**config.mk**
```make
export PLATFORM = sky130hd
export DESIGN_NAME = bsw_top
export DESIGN_NICKNAME = d
export VERILOG_FILES = /design/src/bsw_pkg.sv /design/src/bsw_top.sv
export SDC_FILE = /design/constraint.sdc
export NUM_CORES = 1
export LEC_CHECK = 0
export ABC_AREA = 1
export BUFFER_PORTS_ARGS = -buffer_cell sky130_fd_sc_hd__buf_4
export CORE_MARGIN = 3
export CORE_UTILIZATION = 35
export DETAILED_ROUTE_END_ITERATION = 12
export SETUP_SLACK_MARGIN = 0.2
export SLEW_MARGIN = 20
export SYNTH_ARGS = -nofsm -noshare
export SYNTH_HDL_FRONTEND = slang
export SYNTH_SLANG_ARGS = --single-unit
```
**constraint.sdc**
```tcl
create_clock -name clk -period 3.9 [get_ports clk]
set_clock_uncertainty 0.15 [all_clocks]
set_input_delay 0.195 -clock clk [delete_from_list [all_inputs] [get_ports clk]]
set_output_delay 0.195 -clock clk [all_outputs]
set_load 0.02 [all_outputs]
```
**src/bsw_pkg.sv**
```systemverilog
// package for the battery switchover and power event block
// assumes an 8-bit special function register port from the core
package bsw_pkg;
    // register addresses
    localparam logic [7:0] ADDR_IEIP = 8'ha9;
    localparam logic [7:0] ADDR_ADC_GO = 8'hd8;
    localparam logic [7:0] ADDR_BAT_ADC = 8'hdf;
    localparam logic [7:0] ADDR_EV_EN = 8'hec;
    localparam logic [7:0] ADDR_DELTA = 8'hf3;
    localparam logic [7:0] ADDR_PERIPHERAL_CONFIGURATION = 8'hf4;
    localparam logic [7:0] ADDR_SW_CFG = 8'hf5;
    localparam logic [7:0] ADDR_EV_FLAG = 8'hf8;
    localparam logic [7:0] ADDR_BAT_TH = 8'hfa;
    localparam logic [7:0] ADDR_PIN_CFG = 8'hff;
    // field positions
    localparam int MASTER_EN_BIT = 1;
    localparam int SW_DISABLE_BIT = 1;
    localparam int SOURCE_BIT = 6;
    localparam int F_COMP_BIT = 0;
    localparam int F_SWITCH_BIT = 1;
    localparam int F_CELL_BIT = 2;
    localparam int F_ADC_BIT = 3;
    localparam int F_RESTORE_BIT = 7;
    localparam logic [1:0] SRC_SUPPLY = 2'h0;
    localparam logic [1:0] SRC_SUPERVISORY = 2'h1;
    localparam logic [1:0] PIN_FN_BATTERY_CONTROL_PIN = 2'h1;
    // reset values
    localparam logic [7:0] RST_ZERO = 8'h00;
    localparam logic [7:0] RST_BAT_TH = 8'h00;
    localparam logic [7:0] RST_DELTA = 8'h00;
    // background conversion interval in cycles
    localparam int ADC_PERIOD_CYC = 4096;
    localparam logic [1:0] STATE_MAIN = 2'b00;
    typedef enum logic [1:0] {
        BSW_ON_MAIN    = 2'b00,
        BSW_ON_BATTERY = 2'b01
    } bsw_state_t;
endpackage

```
**src/bsw_top.sv**
```systemverilog
// battery switchover selector with latched power event flags
// assumes comparator and adc inputs come from analog, asynchronous
// Summary of operation
// - switchover active after reset; config bit 1 pins supply to main
// - peripheral config bit 6 reads 1 on main, 0 on battery
// - source select 01: low supervisory comparator moves supply to battery
// - source select 00: low main supply comparator moves to battery
// - pin function 01x enables falling edge of control pin switching
// - return to main needs all enabled restore conditions, main good
// - supervisory source selected: return also needs supervisory input good
// - control pin enabled: return also needs the pin high
// - shared interrupt off after reset; enabled by bit 1 of ie2
// - flags latched until software writes flag register; enables select
// - switchover flag bit 1 sets on main to battery change
// - restore flag bit 7 sets on battery to main change
// - these flags set regardless of enables; cleared by writing 0
// - adc flag sets when supervisory value moves beyond delta
// - periodic background conversions plus software start register
// - cell flag sets below threshold or on new battery result
// - comparator flag sets while supervisory input below threshold
// - switching supply never stops clock or logic state
// - metering adc reported unavailable and disabled on battery
`timescale 1ns/10ps
module bsw_top (
    input  wire logic       clk,
    input  wire logic       rst,
    input  wire logic       sfr_wr,
    input  wire logic       sfr_rd,
    input  wire logic [7:0] sfr_addr,
    input  wire logic [7:0] sfr_wdata,
    output logic      [7:0] sfr_rdata,
    input  wire logic       main_supply_low,
    input  wire logic       supervisory_low,
    input  wire logic       battery_control_pin,
    input  wire logic       cell_adc_done,
    input  wire logic [7:0] cell_adc_result,
    input  wire logic       supervisory_adc_done,
    input  wire logic [7:0] supervisory_adc_result,
    output logic            supervisory_adc_start,
    output logic            switched_supply_source,
    output logic            metering_adc_enable,
    output logic            power_event_irq
);
    // ------------------------------------------------------------
    // input synchronisers
    // ------------------------------------------------------------
    logic [4:0] sync_a;
    logic [4:0] sync_b;
    logic [4:0] next_sync_a;
    logic       main_low_s;
    logic       sup_low_s;
    logic       pin_s;
    logic       cell_done_s;
    logic       sup_done_s;
    logic       pin_prev;
    logic       cell_done_prev;
    logic       sup_done_prev;

    always_comb begin
        next_sync_a = {supervisory_adc_done, cell_adc_done,
                       battery_control_pin, supervisory_low,
                       main_supply_low};
    end

    always_ff @(posedge clk) begin
        if (rst) begin
            sync_a <= 5'h04;
            sync_b <= 5'h04;
            pin_prev <= 1'b1;
            cell_done_prev <= 1'b0;
            sup_done_prev <= 1'b0;
        end else begin
            sync_a <= next_sync_a;
            sync_b <= sync_a;
            pin_prev <= sync_b[2];
            cell_done_prev <= sync_b[3];
            sup_done_prev <= sync_b[4];
        end
    end

    assign main_low_s  = sync_b[0];
    assign sup_low_s   = sync_b[1];
    assign pin_s       = sync_b[2];
    assign cell_done_s = sync_b[3];
    assign sup_done_s  = sync_b[4];

    // ------------------------------------------------------------
    // registers
    // ------------------------------------------------------------
    logic [7:0] ie2;
    logic [7:0] ev_en;
    logic [7:0] delta_th;
    logic [7:0] peripheral_configuration;
    logic [7:0] sw_cfg;
    logic [7:0] ev_flag;
    logic [7:0] bat_th;
    logic [7:0] pin_cfg;
    logic [7:0] cell_val;
    logic [7:0] sup_val;
    logic [7:0] next_ie2;
    logic [7:0] next_ev_en;
    logic [7:0] next_delta_th;
    logic [7:0] next_peripheral_configuration;
    logic [7:0] next_sw_cfg;
    logic [7:0] next_ev_flag;
    logic [7:0] next_bat_th;
    logic [7:0] next_pin_cfg;
    logic [7:0] next_cell_val;
    logic [7:0] next_sup_val;
    logic [7:0] ev_set;

    // ------------------------------------------------------------
    // switchover state machine
    // ------------------------------------------------------------
    bsw_pkg::bsw_state_t state;
    bsw_pkg::bsw_state_t next_state;
    logic pin_enabled;
    logic pin_fall;
    logic go_battery;
    logic restore_ok;

    assign pin_enabled = (pin_cfg[2:1] == bsw_pkg::PIN_FN_BATTERY_CONTROL_PIN);
    assign pin_fall = pin_enabled && pin_prev && !pin_s;

    always_comb begin
        go_battery = pin_fall;
        if (sw_cfg[1:0] == bsw_pkg::SRC_SUPERVISORY) begin
            go_battery = go_battery || sup_low_s;
        end else if (sw_cfg[1:0] == bsw_pkg::SRC_SUPPLY) begin
            go_battery = go_battery || main_low_s;
        end
        restore_ok = !main_low_s;
        if (sw_cfg[1:0] == bsw_pkg::SRC_SUPERVISORY) begin
            restore_ok = restore_ok && !sup_low_s;
        end
        if (pin_enabled) begin
            restore_ok = restore_ok && pin_s;
        end
    end

    always_comb begin
        next_state = state;
        case (state)
            bsw_pkg::BSW_ON_MAIN: begin
                // config bit 1 holds the supply on main
                if (!sw_cfg[bsw_pkg::SW_DISABLE_BIT] && go_battery) begin
                    next_state = bsw_pkg::BSW_ON_BATTERY;
                end
            end
            bsw_pkg::BSW_ON_BATTERY: begin
                if (sw_cfg[bsw_pkg::SW_DISABLE_BIT] ||
                    (restore_ok && !go_battery)) begin
                    next_state = bsw_pkg::BSW_ON_MAIN;
                end
            end
            default: next_state = bsw_pkg::BSW_ON_MAIN;
        endcase
    end

    // only the source bit changes; clock and other state keep running
    always_ff @(posedge clk) begin
        if (rst) begin
            state <= bsw_pkg::BSW_ON_MAIN;
        end else begin
            state <= next_state;
        end
    end

    // ------------------------------------------------------------
    // background conversion timer
    // ------------------------------------------------------------
    logic [12:0] adc_cnt;
    logic [12:0] next_adc_cnt;
    logic        next_adc_start;
    logic        sw_start;

    assign sw_start = sfr_wr && (sfr_addr == bsw_pkg::ADDR_ADC_GO);

    always_comb begin
        next_adc_start = 1'b0;
        if (adc_cnt == 13'(bsw_pkg::ADC_PERIOD_CYC - 1)) begin
            next_adc_cnt = 13'h0000;
            next_adc_start = 1'b1;
        end else begin
            next_adc_cnt = adc_cnt + 13'h0001;
        end
        if (sw_start) begin
            next_adc_start = 1'b1;
        end
    end

    always_ff @(posedge clk) begin
        if (rst) begin
            adc_cnt <= 13'h0000;
            supervisory_adc_start <= 1'b0;
        end else begin
            adc_cnt <= next_adc_cnt;
            supervisory_adc_start <= next_adc_start;
        end
    end

    // ------------------------------------------------------------
    // event detection and register writes
    // ------------------------------------------------------------
    logic       sup_new;
    logic       cell_new;
    logic [7:0] sup_diff;

    assign sup_new = sup_done_s && !sup_done_prev;
    assign cell_new = cell_done_s && !cell_done_prev;
    assign sup_diff = (supervisory_adc_result > sup_val) ?
                      supervisory_adc_result - sup_val :
                      sup_val - supervisory_adc_result;

    always_comb begin
        ev_set = 8'h00;
        ev_set[bsw_pkg::F_COMP_BIT] = sup_low_s;
        ev_set[bsw_pkg::F_SWITCH_BIT] =
            (state == bsw_pkg::BSW_ON_MAIN) &&
            (next_state == bsw_pkg::BSW_ON_BATTERY);
        ev_set[bsw_pkg::F_RESTORE_BIT] =
            (state == bsw_pkg::BSW_ON_BATTERY) &&
            (next_state == bsw_pkg::BSW_ON_MAIN);
        ev_set[bsw_pkg::F_CELL_BIT] = cell_new;
        ev_set[bsw_pkg::F_ADC_BIT] = sup_new && (sup_diff > delta_th);
    end

    always_comb begin
        next_ie2 = ie2;
        next_ev_en = ev_en;
        next_delta_th = delta_th;
        next_sw_cfg = sw_cfg;
        next_bat_th = bat_th;
        next_pin_cfg = pin_cfg;
        next_peripheral_configuration = peripheral_configuration;
        next_ev_flag = ev_flag;
        next_cell_val = cell_new ? cell_adc_result : cell_val;
        next_sup_val = sup_new ? supervisory_adc_result : sup_val;
        if (sfr_wr) begin
            if (sfr_addr == bsw_pkg::ADDR_IEIP) begin
                next_ie2 = sfr_wdata;
            end else if (sfr_addr == bsw_pkg::ADDR_EV_EN) begin
                next_ev_en = sfr_wdata;
            end else if (sfr_addr == bsw_pkg::ADDR_DELTA) begin
                next_delta_th = sfr_wdata;
            end else if (sfr_addr == bsw_pkg::ADDR_PERIPHERAL_CONFIGURATION) begin
                next_peripheral_configuration = sfr_wdata;
            end else if (sfr_addr == bsw_pkg::ADDR_SW_CFG) begin
                next_sw_cfg = sfr_wdata;
            end else if (sfr_addr == bsw_pkg::ADDR_BAT_TH) begin
                next_bat_th = sfr_wdata;
            end else if (sfr_addr == bsw_pkg::ADDR_PIN_CFG) begin
                next_pin_cfg = sfr_wdata;
            end else if (sfr_addr == bsw_pkg::ADDR_EV_FLAG) begin
                next_ev_flag = ev_flag & sfr_wdata;
            end
        end
        if (cell_new && (cell_adc_result < bat_th)) begin
            next_ev_flag[bsw_pkg::F_CELL_BIT] = 1'b1;
        end
        next_ev_flag = next_ev_flag | ev_set;
    end

    always_ff @(posedge clk) begin
        if (rst) begin
            ie2 <= bsw_pkg::RST_ZERO;
            ev_en <= bsw_pkg::RST_ZERO;
            delta_th <= bsw_pkg::RST_DELTA;
            peripheral_configuration <= bsw_pkg::RST_ZERO;
            sw_cfg <= bsw_pkg::RST_ZERO;
            ev_flag <= bsw_pkg::RST_ZERO;
            bat_th <= bsw_pkg::RST_BAT_TH;
            pin_cfg <= bsw_pkg::RST_ZERO;
            cell_val <= bsw_pkg::RST_ZERO;
            sup_val <= bsw_pkg::RST_ZERO;
        end else begin
            ie2 <= next_ie2;
            ev_en <= next_ev_en;
            delta_th <= next_delta_th;
            peripheral_configuration <= next_peripheral_configuration;
            sw_cfg <= next_sw_cfg;
            ev_flag <= next_ev_flag;
            bat_th <= next_bat_th;
            pin_cfg <= next_pin_cfg;
            cell_val <= next_cell_val;
            sup_val <= next_sup_val;
        end
    end

    // ------------------------------------------------------------
    // outputs and read mux
    // ------------------------------------------------------------
    logic on_main;
    assign on_main = (state == bsw_pkg::BSW_ON_MAIN);

    always_ff @(posedge clk) begin
        if (rst) begin
            switched_supply_source <= 1'b1;
            metering_adc_enable <= 1'b1;
            power_event_irq <= 1'b0;
        end else begin
            switched_supply_source <= (next_state == bsw_pkg::BSW_ON_MAIN);
            metering_adc_enable <=
                (next_state == bsw_pkg::BSW_ON_MAIN);
            power_event_irq <= next_ie2[bsw_pkg::MASTER_EN_BIT] &&
                               |(next_ev_flag & next_ev_en);
        end
    end

    always_comb begin
        sfr_rdata = 8'h00;
        if (!sfr_rd) begin
            sfr_rdata = 8'h00;
        end else if (sfr_addr == bsw_pkg::ADDR_IEIP) begin
            sfr_rdata = ie2;
        end else if (sfr_addr == bsw_pkg::ADDR_BAT_ADC) begin
            sfr_rdata = cell_val;
        end else if (sfr_addr == bsw_pkg::ADDR_EV_EN) begin
            sfr_rdata = ev_en;
        end else if (sfr_addr == bsw_pkg::ADDR_DELTA) begin
            sfr_rdata = delta_th;
        end else if (sfr_addr == bsw_pkg::ADDR_PERIPHERAL_CONFIGURATION) begin
            sfr_rdata = {peripheral_configuration[7], on_main, peripheral_configuration[5:0]};
        end else if (sfr_addr == bsw_pkg::ADDR_SW_CFG) begin
            sfr_rdata = sw_cfg;
        end else if (sfr_addr == bsw_pkg::ADDR_EV_FLAG) begin
            sfr_rdata = ev_flag;
        end else if (sfr_addr == bsw_pkg::ADDR_BAT_TH) begin
            sfr_rdata = bat_th;
        end else if (sfr_addr == bsw_pkg::ADDR_PIN_CFG) begin
            sfr_rdata = pin_cfg;
        end
    end

    // ------------------------------------------------------------
    // assertions
    // ------------------------------------------------------------
    AST_HOLD_MAIN: assert property (@(posedge clk) disable iff (rst)
        sw_cfg[1] |=> state == bsw_pkg::BSW_ON_MAIN)
        else $error("supply left main while switchover disabled");
    AST_SRC_PIN: assert property (@(posedge clk) disable iff (rst)
        switched_supply_source == on_main)
        else $error("source output disagrees with state");
    AST_SUP_SWITCH: assert property (@(posedge clk) disable iff (rst)
        on_main && !sw_cfg[1] && sw_cfg[1:0] == 2'h1 && sup_low_s
        |=> !on_main)
        else $error("no switch on low supervisory input");
    AST_MAIN_SWITCH: assert property (@(posedge clk) disable iff (rst)
        on_main && sw_cfg[1:0] == 2'h0 && main_low_s |=> !on_main)
        else $error("no switch on low main supply");
    AST_NO_EARLY_RESTORE: assert property (@(posedge clk)
        disable iff (rst)
        !on_main && !sw_cfg[1] && main_low_s |=> !on_main)
        else $error("restored while main supply low");
    AST_IRQ: assert property (@(posedge clk) disable iff (rst)
        power_event_irq == (ie2[1] && |(ev_flag & ev_en)))
        else $error("interrupt does not match flags");
    AST_SW_FLAG: assert property (@(posedge clk) disable iff (rst)
        $fell(on_main) |-> ev_flag[1])
        else $error("switchover flag not set");
    AST_RESTORE_FLAG: assert property (@(posedge clk)
        disable iff (rst)
        $rose(on_main) |-> ev_flag[7])
        else $error("restore flag not set");
    AST_METER_OFF: assert property (@(posedge clk) disable iff (rst)
        !on_main |-> !metering_adc_enable)
        else $error("metering enabled on battery");
    AST_PIN_SWITCH: assert property (@(posedge clk) disable iff (rst)
        on_main && !sw_cfg[1] && pin_fall |=> !on_main)
        else $error("no switch on control pin fall");
    AST_FLAG_KEEP: assert property (@(posedge clk) disable iff (rst)
        !(sfr_wr && sfr_addr == bsw_pkg::ADDR_EV_FLAG)
        |=> (ev_flag & $past(ev_flag)) == $past(ev_flag))
        else $error("flag dropped without a clear write");
endmodule

```
==> flow_summary.json <==
{
  "dieHeight_um": 135,
  "syn_area_per_cell_um2": 6.85,
  "switching_share_pct": 27.5,
  "cts.sinks": 110,
  "antenna_found_initial": 0,
  "place_inst": 1095,
  "timing.hold.ws_ns": 0.0208,
  "path_max_fanout": 10,
  "critPathArrivalTime_ns": 3.48,
  "hold_viol_final": 0,
  "clockBufferDepth": 2,
  "setup_viol": 0,
  "fin_crit_ns": 3.36,
  "drc": 0,
  "start_util_pct": 36.3,
  "cts_tree": "yes",
  "portBuffers": 52,
  "dp_slack_ns": 0.673,
  "synth_seq_cells": 110,
  "placed_area_mm2": 0.00637,
  "critPathRequiredTime_ns": 4.02,
  "status": "completed",
  "r2r_start": "sup_val[0]",
  "cp-start-kind": "input port",
  "viasPerCell": 4.76,
  "slowest_delay_ns": 0.54,
  "area_growth_pct": 18.3,
  "period_share_pct": 86.2,
  "grt.overflow.total": 0,
  "fin_nets": 979,
  "grt_pass1_wl_um": 24700,
  "synth_fp_nets": 921,
  "pwr-share-clk_pct": 40.4,
  "grt_pass1_vias": 4973,
  "fin_cells": 1133,
  "core_area_mm2": 0.0161,
  "drtPass1Iterations": 5,
  "slowest_stage": "dlygate4sd3_1",
  "p_sw_mw": 0.680,
  "synth_area_mm2": 0.00585,
  "p_leak_nw": 3.13,
  "fin_ws_ns": 0.540,
  "drt-initial-drc-count": 371,
  "clock_latency_ns": 0.36,
  "yosysSeqAreaShare_pct": 37.6,
  "pwr-share-comb_pct": 12.9,
  "crit_path_frequent_cell": "nand2_1",
  "max_slew_margin_pct": 43.1,
  "rsz0062_at_grt": "false",
  "die-width_um": 135,
  "numCtsBuffers": 9,
  "vias": 5390,
  "htreeDepth": 3,
  "cp-startpoint": "supervisory_adc_result[0]",
  "max-cap-violations": 0,
  "yosys_warnings": 0,
  "worstMarginPinSlew_ns": 0.852,
  "p_per_area_mw_per_mm2": 358,
  "design.die.area_mm2": 0.0183,
  "ant_nets": 0,
  "r2r_cells": 23,
  "grt_max_degree": 39,
  "end_kind": "flop",
  "ctsRootBufferMaster": "clkbuf_16",
  "grt_usage_pct": 16.9,
  "path_clk_slew_ns": 0.08,
  "drive_gt1_share_pct": 11.0,
  "drt-total-wl_um": 15200,
  "wl_per_cell_um": 13.4,
  "io_pins": 53,
  "synthCells": 854,
  "setup.worst_path.end": "power_event_irq",
  "diodes": 0,
  "fmax_mhz": 298,
  "final_area_mm2": 0.00692,
  "post_synth_num_cell_types": 43,
  "finalCoreUtilization_pct": 42.9,
  "internal_power_mw": 1.79,
  "critPathKind": "in -> reg",
  "power.total_mw": 2.47,
  "gp_congestion": 0.846,
  "worst_ir_drop_vdd_mv": 0.305,
  "fin_tns_setup_ns": 0,
  "dp_hpwl_um": 11000,
  "sequentialPowerShare_pct": 46.7,
  "placementRows": 46,
  "hp-class": "in -> reg",
  "regToRegEndpoint": "power_event_irq",
  "slew_viol_final": 0,
  "ff2ff_setup_slack_ns": 0.77
}
[power by group through the flow]
| stage | clock network [mW] | logic (mW) | registers (mW) |
|---|---|---|---|
| after floorplan | 0 | 0.203 | 1.18 |
| after global placement | 0 | 0.299 | 1.18 |
| after detailed placement | 0 | 0.301 | 1.18 |
| after CTS | 1.02 | 0.320 | 1.16 |
| after global routing | 1.06 | 0.367 | 1.16 |
| final | 0.999 | 0.320 | 1.16 |
[layout by cell type (no fill, tap or decap), types with 4 or more instances in the layout]
master         instances
clkbuf_16              9
xnor2_1                5
nor2_4                 4
o21ai_1                6
xor2_1                 8
nand3_1               28
nor2_1                81
dfxtp_1              110
dlygate4sd3_1         22
nand2_2                6
inv_2                  4
or2_2                  6
a31oi_1                6
nor2_2                 5
ha_1                  24
o21ai_0               86
o211ai_1               4
inv_1                132
nand4_1               15
a21oi_1               82
nor3_1                 7
buf_4                 54
nand2_1              179
[cell type report]
type	count	area (um2)
inverters	138	518
clock inverters	7	100
flip-flops and latches	110	2200
repair buffers	76	626
fillers	1724	9200
multi-input cells	577	2980
clock buffers	9	225
well taps	216	270
[metal layers]
metal  global-route usage [%]  routed length (um)  vias to the layer above
met5                        0                   0                        -
li1                         -                   -                     2839
met2                     25.9                6590                      113
met1                     24.3                7560                     2428
met3                     3.31                 869                       10
met4                     4.54                 149                        0
[worst max-delay path: cells and delay by family]
kind,cells,cell delay [ns]
AOI/OAI and AO/OA,5,0.55
and+or+nand+nor,10,0.78
buffers and inverters,7,1.03
xor gates and xnor gates,1,0.13
adders and majority gates,3,0.80
[state kept, by name, indices dropped and copies added, names as in the netlist]
register	count
ev_en	8
delta_th	8
supervisory_adc_start	1
cell_done_prev	1
ie2	8
metering_adc_enable	1
cell_val	8
sync_a	5
sync_b	5
pin_prev	1
bat_th	8
power_event_irq	1
adc_cnt	13
sup_done_prev	1
pin_cfg	8
state	2
sw_cfg	8
ev_flag	8
peripheral_configuration	7
sup_val	8
[worst min path at each step]
stage / depth (start not counted) / start / endpoint
3_3_place_gp: 2 / battery_control_pin / sync_a[2]
4_1_cts: 3 / supervisory_adc_result[1] / sup_val[1]
5_1_grt: 3 / sfr_wdata[4] / pin_cfg[4]
6_report: 3 / supervisory_adc_result[1] / sup_val[1]
2_1_floorplan: 1 / battery_control_pin / sync_a[2]
3_5_place_dp: 2 / battery_control_pin / sync_a[2]
[cells in the mapped netlist (all sizes together)]
library cell  count  area share, %
o211ai            4           0.51
a21oi            83            7.2
fa                2           0.68
nand3b            1           0.13
clkbuf           15           0.96
dfxtp           110             38
o31ai             2           0.34
o21bai            1           0.13
buf              14            1.7
xor2              8            1.2
ha               24            5.1
and2              1           0.11
xnor2             5           0.75
inv             136            8.7
o21ai            92            7.9
a21o              1           0.13
nor3              8           0.77
o21a              3           0.38
conb              1          0.064
o221ai            2           0.30
nand2           188             13
a31oi             6           0.64
nor3b             2           0.26
or2               6           0.64
clkinv            2           0.13
a21boi            1           0.13
o2111ai           1           0.15
nor4              1           0.11
o22ai             1           0.11
nand4            15            1.6
nor2             90            6.5
nand3            28            2.4
[repair_timing]
item / 4_1_cts / 5_1_grt
setup buffers: 0 / 0
hold endpoints to repair: 22 / 0
resized for setup: 0 / 2
endpoints found under the setup margin: 0 / 1
hold buffers: 22 / 0
[cell families after synthesis]
group / after synthesis / synth area share (%)
adder cells (fa/ha/maj): 26 / 5.82
other: 1 / 0.0641
AO/OA/AOI/OAI: 197 / 17.9
AND/OR/NAND/NOR: 340 / 25.1
flip-flops: 110 / 37.6
XOR/XNOR: 13 / 1.95
buffers and inverters: 167 / 11.5
Power figures use the tool's default switching activity.
